===== config.mk =====
export PLATFORM = sky130hd
export DESIGN_NAME = laeu_top
export DESIGN_NICKNAME = d
export VERILOG_FILES = /design/src/hw/laeu_pkg.sv /design/src/hw/laeu_top.sv
export SDC_FILE = /design/constraint.sdc
export NUM_CORES = 1
export LEC_CHECK = 0
export ABC_AREA = 1
export BUFFER_PORTS_ARGS = -buffer_cell sky130_fd_sc_hd__buf_2
export CORE_AREA = 3 3 143 117
export CTS_CLUSTER_SIZE = 8
export DETAILED_ROUTE_END_ITERATION = 12
export DIE_AREA = 0 0 146 120
export PLACE_DENSITY = 0.68
export SYNTH_ARGS = -nofsm -noshare
export SYNTH_HDL_FRONTEND = slang
export SYNTH_SLANG_ARGS = --single-unit

===== constraint.sdc =====
create_clock -name clk_sys -period 13.9 [get_ports clk_sys]
set_input_delay 2.085 -clock clk_sys [delete_from_list [all_inputs] [get_ports clk_sys]]
set_output_delay 2.085 -clock clk_sys [all_outputs]
set_load 0.05 [all_outputs]

===== src/hw/laeu_pkg.sv =====
// Contract
// RULE1 - Non-skip logic and arithmetic finish in one cycle
// RULE2 - Taken skip adds one cycle, next instruction dropped
// RULE3 - AND/OR/XOR accumulator with operand, only zero flag
// RULE4 - Complement operand into register or accumulator, zero flag
// RULE5 - Add accumulator and operand, update carry, spill, zero
// RULE6 - Add carry, accumulator, operand; update carry, spill, zero
// RULE7 - Compare operand minus accumulator, flags only, no write
// RULE8 - Compare-skip on equal or unequal, flags untouched
// RULE9 - Increment or decrement operand, only zero flag
// RULE10 - Decrement then skip on zero/nonzero, flags untouched
// RULE11 - Increment then skip on zero/nonzero, flags untouched
// RULE12 - Signed multiply, high byte to product-high, low to accumulator
// RULE13 - Unsigned multiply, high to product-high, low to accumulator
// RULE14 - Rotate through carry, only carry updated
// RULE15 - Subtract accumulator from operand, update carry, spill, zero
// RULE16 - Operand minus inverted carry minus accumulator, all three flags
// RULE17 - Nine-bit address low, destination bit just above
// RULE18 - Literal in low byte, operation in upper byte
package laeu_pkg;

  // ******************************************************************
  // Widths and field positions
  // ******************************************************************
  localparam int DATA_W    = 8;
  localparam int INSTR_W   = 16;
  localparam int ADDR_W    = 9;
  localparam int NIB_W     = 4;
  localparam int DEST_BIT  = 9;
  localparam int GRP_LSB   = 10;
  localparam int LGRP_LSB  = 8;

  // ******************************************************************
  // Reset values
  // ******************************************************************
  localparam logic [7:0] ACC_RST   = 8'h00;
  localparam logic [7:0] PRODH_RST = 8'h00;
  localparam logic       FLAG_RST  = 1'b0;

  // ******************************************************************
  // Register-operand groups, instruction bits 15:10
  // ******************************************************************
  localparam logic [5:0] G_CMP    = 6'h01;
  localparam logic [5:0] G_SUB    = 6'h02;
  localparam logic [5:0] G_DEC    = 6'h03;
  localparam logic [5:0] G_OR     = 6'h04;
  localparam logic [5:0] G_AND    = 6'h05;
  localparam logic [5:0] G_XOR    = 6'h06;
  localparam logic [5:0] G_ADD    = 6'h07;
  localparam logic [5:0] G_NOT    = 6'h09;
  localparam logic [5:0] G_INC    = 6'h0A;
  localparam logic [5:0] G_DECSZ  = 6'h0B;
  localparam logic [5:0] G_RR     = 6'h0C;
  localparam logic [5:0] G_RL     = 6'h0D;
  localparam logic [5:0] G_INCSZ  = 6'h0F;
  localparam logic [5:0] G_CSX    = 6'h10;
  localparam logic [5:0] G_SUBC   = 6'h12;
  localparam logic [5:0] G_DECSNZ = 6'h13;
  localparam logic [5:0] G_MULU   = 6'h14;
  localparam logic [5:0] G_MULS   = 6'h15;
  localparam logic [5:0] G_INCSNZ = 6'h16;
  localparam logic [5:0] G_ADDC   = 6'h17;

  // ******************************************************************
  // Literal-operand groups, instruction bits 15:8
  // ******************************************************************
  localparam logic [7:0] L_MULU = 8'h72;
  localparam logic [7:0] L_MULS = 8'h73;
  localparam logic [7:0] L_CSNE = 8'h76;
  localparam logic [7:0] L_CSE  = 8'h77;
  localparam logic [7:0] L_CMP  = 8'h79;
  localparam logic [7:0] L_SUB  = 8'h7A;
  localparam logic [7:0] L_ADD  = 8'h7B;
  localparam logic [7:0] L_OR   = 8'h7D;
  localparam logic [7:0] L_AND  = 8'h7E;
  localparam logic [7:0] L_XOR  = 8'h7F;

  // ******************************************************************
  // Sequencer states
  // ******************************************************************
  typedef enum logic [1:0] {
    LAEU_EXEC = 2'h1,
    LAEU_SKIP = 2'h2
  } laeu_state_t;

endpackage : laeu_pkg


===== src/hw/laeu_top.sv =====
`timescale 1ns/1ps
module laeu_top (
  input  wire logic                          clk_sys,
  input  wire logic                          rst_n,
  input  wire logic                          instr_valid,
  input  wire logic [laeu_pkg::INSTR_W-1:0]  instr_word,
  input  wire logic [laeu_pkg::DATA_W-1:0]   file_register_operand,
  output logic                               instr_retired,
  output logic                               skip_slot,
  output logic                               fr_wr_en,
  output logic      [laeu_pkg::ADDR_W-1:0]   fr_wr_addr,
  output logic      [laeu_pkg::DATA_W-1:0]   fr_wr_data,
  output logic      [laeu_pkg::DATA_W-1:0]   accumulator,
  output logic      [laeu_pkg::DATA_W-1:0]   product_high_byte,
  output logic                               carry_flag,
  output logic                               nibble_spill_flag,
  output logic                               zero_flag
);

  // ******************************************************************
  // Declarations
  // ******************************************************************
  laeu_pkg::laeu_state_t                 state;
  laeu_pkg::laeu_state_t                 next_state;
  logic [5:0]                            reg_grp;
  logic [7:0]                            lit_grp;
  logic [laeu_pkg::DATA_W-1:0]           immediate_byte;
  logic                                  dest_fr;
  logic                                  use_lit;
  logic                                  op_and;
  logic                                  op_or;
  logic                                  op_xor;
  logic                                  op_not;
  logic                                  op_add;
  logic                                  op_addc;
  logic                                  op_sub;
  logic                                  op_subc;
  logic                                  op_cmp;
  logic                                  op_cse;
  logic                                  op_csne;
  logic                                  op_inc;
  logic                                  op_dec;
  logic                                  op_incsz;
  logic                                  op_incsnz;
  logic                                  op_decsz;
  logic                                  op_decsnz;
  logic                                  op_mulu;
  logic                                  op_muls;
  logic                                  op_rl;
  logic                                  op_rr;
  logic                                  fire;
  logic [laeu_pkg::DATA_W-1:0]           opnd;
  logic [laeu_pkg::DATA_W-1:0]           add_a;
  logic [laeu_pkg::DATA_W-1:0]           add_b;
  logic                                  add_cin;
  logic [laeu_pkg::DATA_W:0]             sum9;
  logic [laeu_pkg::NIB_W:0]              nib5;
  logic [laeu_pkg::DATA_W-1:0]           sum8;
  logic [2*laeu_pkg::DATA_W-1:0]         prod_u;
  logic signed [2*laeu_pkg::DATA_W-1:0]  prod_s;
  logic [laeu_pkg::DATA_W-1:0]           result;
  logic                                  rot_carry;
  logic                                  has_result;
  logic                                  is_mul;
  logic                                  upd_z;
  logic                                  upd_cdc;
  logic                                  upd_rot;
  logic                                  take_skip;
  logic                                  next_fr_wr_en;
  logic                                  next_acc_wr;

  // ******************************************************************
  // Opcode fields
  // ******************************************************************
  assign reg_grp        = instr_word[laeu_pkg::INSTR_W-1:laeu_pkg::GRP_LSB];   // [RULE17]
  assign dest_fr        = instr_word[laeu_pkg::DEST_BIT];                      // [RULE17]
  assign lit_grp        = instr_word[laeu_pkg::INSTR_W-1:laeu_pkg::LGRP_LSB];  // [RULE18]
  assign immediate_byte = instr_word[laeu_pkg::DATA_W-1:0];                    // [RULE18]

  // An instruction presented in the skip slot is dropped, never executed
  assign fire = instr_valid && (state == laeu_pkg::LAEU_EXEC);                 // [RULE2]

  // ******************************************************************
  // Decode
  // ******************************************************************
  always_comb begin
    use_lit   = 1'b1;
    op_and    = 1'b0;
    op_or     = 1'b0;
    op_xor    = 1'b0;
    op_not    = 1'b0;
    op_add    = 1'b0;
    op_addc   = 1'b0;
    op_sub    = 1'b0;
    op_subc   = 1'b0;
    op_cmp    = 1'b0;
    op_cse    = 1'b0;
    op_csne   = 1'b0;
    op_inc    = 1'b0;
    op_dec    = 1'b0;
    op_incsz  = 1'b0;
    op_incsnz = 1'b0;
    op_decsz  = 1'b0;
    op_decsnz = 1'b0;
    op_mulu   = 1'b0;
    op_muls   = 1'b0;
    op_rl     = 1'b0;
    op_rr     = 1'b0;
    // Literal forms share the 0111 prefix with no register group
    case (lit_grp)                                                             // [RULE18]
      laeu_pkg::L_MULU: op_mulu = 1'b1;
      laeu_pkg::L_MULS: op_muls = 1'b1;
      laeu_pkg::L_CSNE: op_csne = 1'b1;
      laeu_pkg::L_CSE:  op_cse  = 1'b1;
      laeu_pkg::L_CMP:  op_cmp  = 1'b1;
      laeu_pkg::L_SUB:  op_sub  = 1'b1;
      laeu_pkg::L_ADD:  op_add  = 1'b1;
      laeu_pkg::L_OR:   op_or   = 1'b1;
      laeu_pkg::L_AND:  op_and  = 1'b1;
      laeu_pkg::L_XOR:  op_xor  = 1'b1;
      default: begin
        use_lit = 1'b0;
        case (reg_grp)                                                         // [RULE17]
          laeu_pkg::G_CMP:    op_cmp    = !dest_fr;
          laeu_pkg::G_SUB:    op_sub    = 1'b1;
          laeu_pkg::G_DEC:    op_dec    = 1'b1;
          laeu_pkg::G_OR:     op_or     = 1'b1;
          laeu_pkg::G_AND:    op_and    = 1'b1;
          laeu_pkg::G_XOR:    op_xor    = 1'b1;
          laeu_pkg::G_ADD:    op_add    = 1'b1;
          laeu_pkg::G_NOT:    op_not    = 1'b1;
          laeu_pkg::G_INC:    op_inc    = 1'b1;
          laeu_pkg::G_DECSZ:  op_decsz  = 1'b1;
          laeu_pkg::G_RR:     op_rr     = 1'b1;
          laeu_pkg::G_RL:     op_rl     = 1'b1;
          laeu_pkg::G_INCSZ:  op_incsz  = 1'b1;
          laeu_pkg::G_CSX: begin
            // Destination bit picks the equal variant here
            op_cse  = dest_fr;
            op_csne = !dest_fr;
          end
          laeu_pkg::G_SUBC:   op_subc   = 1'b1;
          laeu_pkg::G_DECSNZ: op_decsnz = 1'b1;
          laeu_pkg::G_MULU:   op_mulu   = 1'b1;
          laeu_pkg::G_MULS:   op_muls   = 1'b1;
          laeu_pkg::G_INCSNZ: op_incsnz = 1'b1;
          laeu_pkg::G_ADDC:   op_addc   = 1'b1;
          default: ;
        endcase
      end
    endcase
  end

  assign opnd = use_lit ? immediate_byte : file_register_operand;

  // ******************************************************************
  // Shared adder
  // ******************************************************************
  // One adder serves add, subtract, compare and count; subtraction is
  // operand plus inverted accumulator, so carry out means no borrow.
  always_comb begin
    add_a   = opnd;
    add_b   = 8'h00;
    add_cin = 1'b0;
    if (op_add || op_addc) begin
      add_a   = accumulator;                                                   // [RULE5]
      add_b   = opnd;
      add_cin = op_addc ? carry_flag : 1'b0;                                   // [RULE6]
    end else if (op_sub || op_cmp || op_cse || op_csne) begin
      add_b   = ~accumulator;                                                  // [RULE15] [RULE7] [RULE8]
      add_cin = 1'b1;
    end else if (op_subc) begin
      add_b   = ~accumulator;                                                  // [RULE16]
      add_cin = carry_flag;
    end else if (op_inc || op_incsz || op_incsnz) begin
      add_cin = 1'b1;                                                          // [RULE9] [RULE11]
    end else if (op_dec || op_decsz || op_decsnz) begin
      add_b   = 8'hFF;                                                         // [RULE9] [RULE10]
    end
  end

  assign sum9 = {1'b0, add_a} + {1'b0, add_b} + {8'h00, add_cin};
  assign nib5 = {1'b0, add_a[3:0]} + {1'b0, add_b[3:0]} + {4'h0, add_cin};
  assign sum8 = sum9[laeu_pkg::DATA_W-1:0];

  // ******************************************************************
  // Multiplier
  // ******************************************************************
  assign prod_u = {8'h00, accumulator} * {8'h00, opnd};                        // [RULE13]
  assign prod_s = $signed({{8{accumulator[7]}}, accumulator})
                * $signed({{8{opnd[7]}}, opnd});                               // [RULE12]
  assign is_mul = op_mulu || op_muls;

  // ******************************************************************
  // Result select
  // ******************************************************************
  always_comb begin
    result     = sum8;
    rot_carry  = carry_flag;
    has_result = 1'b1;
    if (op_and) begin
      result = accumulator & opnd;                                             // [RULE3]
    end else if (op_or) begin
      result = accumulator | opnd;                                             // [RULE3]
    end else if (op_xor) begin
      result = accumulator ^ opnd;                                             // [RULE3]
    end else if (op_not) begin
      result = ~opnd;                                                          // [RULE4]
    end else if (op_rl) begin
      result    = {opnd[6:0], carry_flag};                                     // [RULE14]
      rot_carry = opnd[7];
    end else if (op_rr) begin
      result    = {carry_flag, opnd[7:1]};                                     // [RULE14]
      rot_carry = opnd[0];
    end else if (op_cmp || op_cse || op_csne || is_mul) begin
      has_result = 1'b0;                                                       // [RULE7]
    end else if (!(op_add || op_addc || op_sub || op_subc || op_inc || op_dec
                   || op_incsz || op_incsnz || op_decsz || op_decsnz)) begin
      has_result = 1'b0;
    end
  end

  // ******************************************************************
  // Flag and skip selection
  // ******************************************************************
  // Skip variants leave every flag alone
  assign upd_z   = op_and || op_or || op_xor || op_not || op_inc || op_dec     // [RULE3] [RULE4] [RULE9]
                || op_add || op_addc || op_sub || op_subc || op_cmp;           // [RULE5] [RULE7]
  assign upd_cdc = op_add || op_addc || op_sub || op_subc || op_cmp;           // [RULE6] [RULE15] [RULE16]
  assign upd_rot = op_rl || op_rr;                                             // [RULE14]

  always_comb begin
    take_skip = 1'b0;
    if (op_cse || op_incsz || op_decsz) begin
      take_skip = (sum8 == 8'h00);                                             // [RULE8] [RULE10] [RULE11]
    end else if (op_csne || op_incsnz || op_decsnz) begin
      take_skip = (sum8 != 8'h00);                                             // [RULE8] [RULE10] [RULE11]
    end
  end

  // Literal forms other than compares always land in the accumulator
  assign next_fr_wr_en = fire && has_result && dest_fr && !use_lit;            // [RULE17]
  assign next_acc_wr   = fire && has_result && !(dest_fr && !use_lit);

  // ******************************************************************
  // Sequencer
  // ******************************************************************
  always_comb begin
    next_state = state;
    unique case (state)
      laeu_pkg::LAEU_EXEC: begin
        if (fire && take_skip) begin
          next_state = laeu_pkg::LAEU_SKIP;                                    // [RULE2]
        end
      end
      laeu_pkg::LAEU_SKIP: begin
        // Exactly one slot is spent, whatever arrives in it
        next_state = laeu_pkg::LAEU_EXEC;                                      // [RULE2]
      end
      default: next_state = laeu_pkg::LAEU_EXEC;
    endcase
  end

  always_ff @(posedge clk_sys) begin
    if (!rst_n) begin
      state <= laeu_pkg::LAEU_EXEC;
    end else begin
      state <= next_state;
    end
  end

  always_ff @(posedge clk_sys) begin
    if (!rst_n) begin
      skip_slot <= 1'b0;
    end else begin
      skip_slot <= fire && take_skip;                                          // [RULE2]
    end
  end

  always_ff @(posedge clk_sys) begin
    if (!rst_n) begin
      instr_retired <= 1'b0;
    end else begin
      instr_retired <= fire;                                                   // [RULE1]
    end
  end

  // ******************************************************************
  // Accumulator and product-high
  // ******************************************************************
  always_ff @(posedge clk_sys) begin
    if (!rst_n) begin
      accumulator <= laeu_pkg::ACC_RST;
    end else if (fire && op_mulu) begin
      accumulator <= prod_u[7:0];                                              // [RULE13]
    end else if (fire && op_muls) begin
      accumulator <= prod_s[7:0];                                              // [RULE12]
    end else if (next_acc_wr) begin
      accumulator <= result;                                                   // [RULE1]
    end
  end

  always_ff @(posedge clk_sys) begin
    if (!rst_n) begin
      product_high_byte <= laeu_pkg::PRODH_RST;
    end else if (fire && op_mulu) begin
      product_high_byte <= prod_u[15:8];                                       // [RULE13]
    end else if (fire && op_muls) begin
      product_high_byte <= prod_s[15:8];                                       // [RULE12]
    end
  end

  // ******************************************************************
  // File register write port
  // ******************************************************************
  always_ff @(posedge clk_sys) begin
    if (!rst_n) begin
      fr_wr_en   <= 1'b0;
      fr_wr_addr <= '0;
      fr_wr_data <= 8'h00;
    end else begin
      fr_wr_en <= next_fr_wr_en;                                               // [RULE1]
      if (next_fr_wr_en) begin
        fr_wr_addr <= instr_word[laeu_pkg::ADDR_W-1:0];                        // [RULE17]
        fr_wr_data <= result;
      end
    end
  end

  // ******************************************************************
  // Status flags
  // ******************************************************************
  always_ff @(posedge clk_sys) begin
    if (!rst_n) begin
      zero_flag <= laeu_pkg::FLAG_RST;
    end else if (fire && upd_z) begin
      zero_flag <= (sum8 == 8'h00) && !(op_and || op_or || op_xor || op_not)
                || (result == 8'h00) && (op_and || op_or || op_xor || op_not);  // [RULE3] [RULE9]
    end
  end

  always_ff @(posedge clk_sys) begin
    if (!rst_n) begin
      carry_flag <= laeu_pkg::FLAG_RST;
    end else if (fire && upd_cdc) begin
      carry_flag <= sum9[laeu_pkg::DATA_W];                                    // [RULE5] [RULE7]
    end else if (fire && upd_rot) begin
      carry_flag <= rot_carry;                                                 // [RULE14]
    end
  end

  always_ff @(posedge clk_sys) begin
    if (!rst_n) begin
      nibble_spill_flag <= laeu_pkg::FLAG_RST;
    end else if (fire && upd_cdc) begin
      nibble_spill_flag <= nib5[laeu_pkg::NIB_W];                              // [RULE5] [RULE15]
    end
  end

endmodule : laeu_top


**After elaboration in Yosys (flattened, before gate mapping)**

Cells that the tools add are included.

- Add/sub/neg operators: 4
- $mul: 2
- Eq/ne operators: 35
- Mux-type cells: 84
- Bitwise operators: 5
- Reductions and logical operators: 75

Operators by type and width:

| cell | count |
|---|---|
| 2-to-1 mux 8 bit | 18 |
| OR reduction 9 bit | 10 |
| == test 8 x 7 -> 1 bit, second input constant | 10 |
| 2-to-1 mux 1 bit | 56 |
| == test 6 x 5 -> 1 bit, second input constant | 7 |
| logical OR 1 bit | 37 |
| == test 6 x 4 -> 1 bit, second input constant | 6 |
| multiplier 8 x 8 -> 16 bit | 2 |
| == test 6 x 3 -> 1 bit, second input constant | 4 |
| case mux 1 bit (2 select lines) | 10 |
| zero test 8 bit | 2 |
| NOT 8 bit | 2 |
| logical AND 1 bit | 14 |
| == test 6 x 2 -> 1 bit, second input constant | 2 |
| OR reduction 10 bit | 1 |
| adder 8 x 8 -> 9 bit | 1 |
| adder 9 x 1 -> 9 bit | 1 |
| AND 8 bit | 1 |
| inequality test 2 x 1 -> 1 bit, second input constant | 4 |
| OR 8 bit | 1 |
| nonzero test 8 bit | 1 |
| bitwise XOR 8 bit | 1 |
| == test 6 x 1 -> 1 bit, second input constant | 1 |
| AND reduction 6 bit | 1 |
| other kinds (7) | 12 |

- Register bits: 41
- Bits of input ports: 27
- Output and inout port bits: 39
- Word-level logic and storage cells: 216

**Logic depth before layout (Yosys ltp)**

- Depth in word-level cells: 25
- Depth in mapped cells: 36
- Gate-level depth less buffers: 34

**Worst setup path after synthesis**

Ideal clock, no wire load.

- Path kind: input to register
- Start: input port instr_word[8] (netlist bit)
- End: register product_high_byte[6] (netlist bit)
- Setup time: 0.070 ns
- Arrival time: 7.309 ns
- Data required time: 13.830 ns
- Setup slack: 6.521 ns
- Cell stages on the path: 34
- Buffers on the path: 2
- Path through: inv_1 nand2_1 nor2_1 o22ai_2 nand2_4 buf_12 nand2_1 nand2_1 buf_1 nor2_1 fa_1 inv_1 fa_1 inv_1 fa_1 inv_1 fa_1 inv_1 ha_1 nand2_1 o21ai_0 a21oi_1 o21bai_1 nand2_1 nand2_1 nand2_1 nand2_1 nand2_1 nand2_1 nand2_1 a21o_1 nand3_1 nand2_1 a21oi_1

- Word-level cells in the longest chain between the ends: 7
- Elaborated cells on any way between the ends: 24
- Those cells by class: mul (2); eq/ne (10); mux (6); reduce/logical (6)

Ends and longest elaborated chain:

| what | RTL line | source |
|---|---|---|
| start, declared | laeu_top.sv:6 | `input wire logic [laeu_pkg::INSTR_W-1:0] instr_word,` |
| == test 8 x 7 -> 1 bit | laeu_top.sv:110 | `case (lit_grp)` |
| OR reduction 10 bit (no source line) | n/a |  |
| 2-to-1 mux 1 bit | laeu_top.sv:110 |  |
| 2-to-1 mux 8 bit | laeu_top.sv:154 | `assign opnd = use_lit ? immediate_byte : file_register_operand;` |
| multiplier 8 x 8 -> 16 bit | laeu_top.sv:191 | `* $signed({{8{opnd[7]}}, opnd});` |
| 2-to-1 mux 8 bit | laeu_top.sv:308 | `end else if (fire && op_muls) begin` |
| 2-to-1 mux 8 bit | laeu_top.sv:306 | `end else if (fire && op_mulu) begin` |
| end signal, assigned | laeu_top.sv:305 | `product_high_byte <= laeu_pkg::PRODH_RST;` |
| end signal, assigned | laeu_top.sv:307 | `product_high_byte <= prod_u[15:8];` |
| end signal, assigned | laeu_top.sv:309 | `product_high_byte <= prod_s[15:8];` |
| end, declared | laeu_top.sv:14 | `output logic [laeu_pkg::DATA_W-1:0] product_high_byte,` |

Parallel ways exist; a longest one is shown, timed or not. The select of a mux whose other input is x is not followed.
A chain may end at the register's enable or synchronous reset.

**Worst setup path after layout**

- Start: input port instr_word[15] (netlist bit)
- End: register product_high_byte[6] (netlist bit)

The elaborated chain is that of the path after synthesis.

==> impl_results.md <==
* Outcome: finished clean
* DRC Markers at 0
* Number of hold violations in the final report at 0
* Largest net degree at the start of global routing at 35
* Worst VDD drop at 0.0603 mV
* Setup tns final at 0 ps
* Synth Net Count at 1,267
* DP Wirelength at 18,300 um
* Placed cells at 1,332
* First-pass GRT wire length at 36,800 um
* Most used cell, CP: nand2_1
* Routed wire per std cell at 16.7 um
* Final setup violation count at 0
* Final-stage net count at 1,320
* Crit-path max cell delay at 520 ps
* Yosys top cell area share at 0.228
* Number of clock sinks at 41
* Synth warn at 0
* Multi-input gate area at 5790 sq um
* Total power draw at 0.598 mW
* Share of layout cells above drive strength 1 at 0.116
* Leak Pwr at 4.55 nW
* Clk buf depth at 2
* Mean post-synth cell area at 7.12 sq um
* I/O Pins at 66
* Core ar. at 15,500 sq um
* Drt total wl at 22,400 um
* Port Buffers at 65
* Startpoint types: input pin
* Root Buffer: clkbuf_16
* Post-synth EDFFs at 0
* Worst slew pin tran at 908 ps
* Mapped Area at 7620 sq um
* Register area at 821 sq um
* Drt initial violations at 686
* DRT antenna net count at 0
* Global route total overflow at 0
* Tcrit/Tclk final at 0.595
* Syn Inst Count at 1,071
* Hold depth at 1
* Detailed-router iteration count before antenna repair at 6
* Maximum clock rate at 121 MHz
* Clock Latency Late Sink at 310 ps
* CTS clock-pin slew for the worst setup and hold paths at 70 ps
* Layout overhead on the synthesized area at 8.37%
* Final Max Slew Viols at 0
* Pwr Density at 72.3 nW/um^2
* Sequential fraction of the synthesis area at 0.108
* Max-cap violations at 0
* Die area at 17,500 sq um
* Launching point of the worst reg2reg path: accumulator[7]
* Buf+Inv Stages, Crit Path at 6
* Rows at 41
* Final Skew at 11.5 ps
* Hold Crit Endpoint: fr_wr_data[2]
* Placed inst area at 8110 sq um
* Synth cell count leaders: 222 x inv_1, 194 x nand2_1, 99 x nor2_1
* Post-route insts no fill at 1,340
* Design area at 8260 sq um
* Reg2reg path depth at 26
* Tmin final at 8270 ps
* CP arrival at 8510 ps
* CP Depth at 33
* Unrepaired setup endpoints after global routing: no
* Avg Vias per Cell at 5.33
* Synth area leader: fa_1
* Die Y at 120 um
* Post-CTS Resized at 0
* Yosys cell types at 53
* Worst R2R End: product_high_byte[6]
* TritonCTS Buffers at 5
* #FFs+latches synth at 41
* Critical setup path kind: input pin to flip-flop
* Max_slew headroom at 0.389
* Leading post-synthesis cells by cell area: fa_1 23%, ha_1 13%, inv_1 11%
* R2R Setup Slk at 8160 ps
* Filler Cell Count at 1,569
* Hold_sp: fr_wr_data[2]
* Asr flop ratio synth at 0
* Total Routing Usage GR at 0.264
* Initial antenna violation count at 0
* Vias in the first global route at 6,990
* H-tree depth at 2
* Post-CTS Repair Setup Buffers at 0
* GPL Wtd Cong at 0.950
* Hold Crit Class: flip-flop to flip-flop
* CTS tree: done
* Starting density of the core at 0.491
* Most frequent cell after synthesis: inv_1
* Crit-path max FO at 12
* Main synth FF type: dfxtp_1
* CP max-delay cell: fa_1
* Worst Setup End Kind: flip-flop
* Die span in x at 146 um
* Diode count at 0
* Vias at 7,143
* Post-cts hold buffer count at 0
* Worst Path Required at 14,140 ps
* CP top delay family: adder cells
## logic make-up (layout without fill, tap and decap cells)
| family | after synthesis | count (layout) | synth area share |
|---|---|---|---|
| xor gates and xnor gates | 22 | 22 | 0.0263 |
| AOI/OAI and AO/OA | 179 | 179 | 0.135 |
| DFF | 41 | 41 | 0.108 |
| adders and majority gates | 169 | 169 | 0.363 |
| buffers and inverters | 259 | 313 | 0.134 |
| and+or+nand+nor | 401 | 401 | 0.235 |
## where the power goes
group / total [mW] / internal, mW / switching, mW
clock network: 0.133 / 0.0695 / 0.0635
registers: 0.129 / 0.123 / 0.00674
logic: 0.335 / 0.117 / 0.218
total: 0.598 / 0.309 / 0.288
## routing by layer
layer,vias to the layer above,share of wire,global-route usage
met2,307,0.41,0.380
met1,3344,0.47,0.399
li1,3471,-,-
met4,0,0.0088,0.0400
met5,-,0,0
met3,21,0.11,0.0778
## worst max-delay path by stage
stage | from | end
floorplan | instr_word[8] | product_high_byte[6]
global placement | instr_word[15] | product_high_byte[6]
detailed placement | instr_word[15] | product_high_byte[6]
CTS | instr_word[15] | product_high_byte[6]
global route | instr_word[15] | product_high_byte[6]
finish | instr_word[15] | product_high_byte[6]
## state kept, by name, indices dropped and copies added, names as in the netlist, 2 cells and up
name / flops
product_high_byte: 8
fr_wr_data: 8
state: 2
fr_wr_addr: 9
accumulator: 8
## metrics by stage
step                       util  hold slack [ps]  worst slack (ps)
after floorplan               -              541              6520
final                     0.532              504              5630
after global placement    0.522              471              5640
after global routing      0.532              521              5170
after detailed placement  0.522              477              5440
after CTS                 0.532              503              5740
## cell usage in the layout, fill, tap and decap left out, drive strengths merged, types with 41 or more instances in the layout
cell type,count
a21oi,68
nor2,105
nand3,54
buf,67
nand2,211
fa,87
inv,233
ha,82
o21ai,73
dfxtp,41
## cell type report
| type | instances | area share |
|---|---|---|
| Multi-Input combinational cell | 771 | 0.700 |
| Inverter | 238 | 0.108 |
| Sequential cell | 41 | 0.0993 |
| Timing Repair Buffer | 67 | 0.0412 |
| Tap cell | 215 | 0.0326 |
| Clock buffer | 5 | 0.0151 |
| Clock inverter | 3 | 0.00348 |
Note: power is estimated with default switching activity, not from simulation.
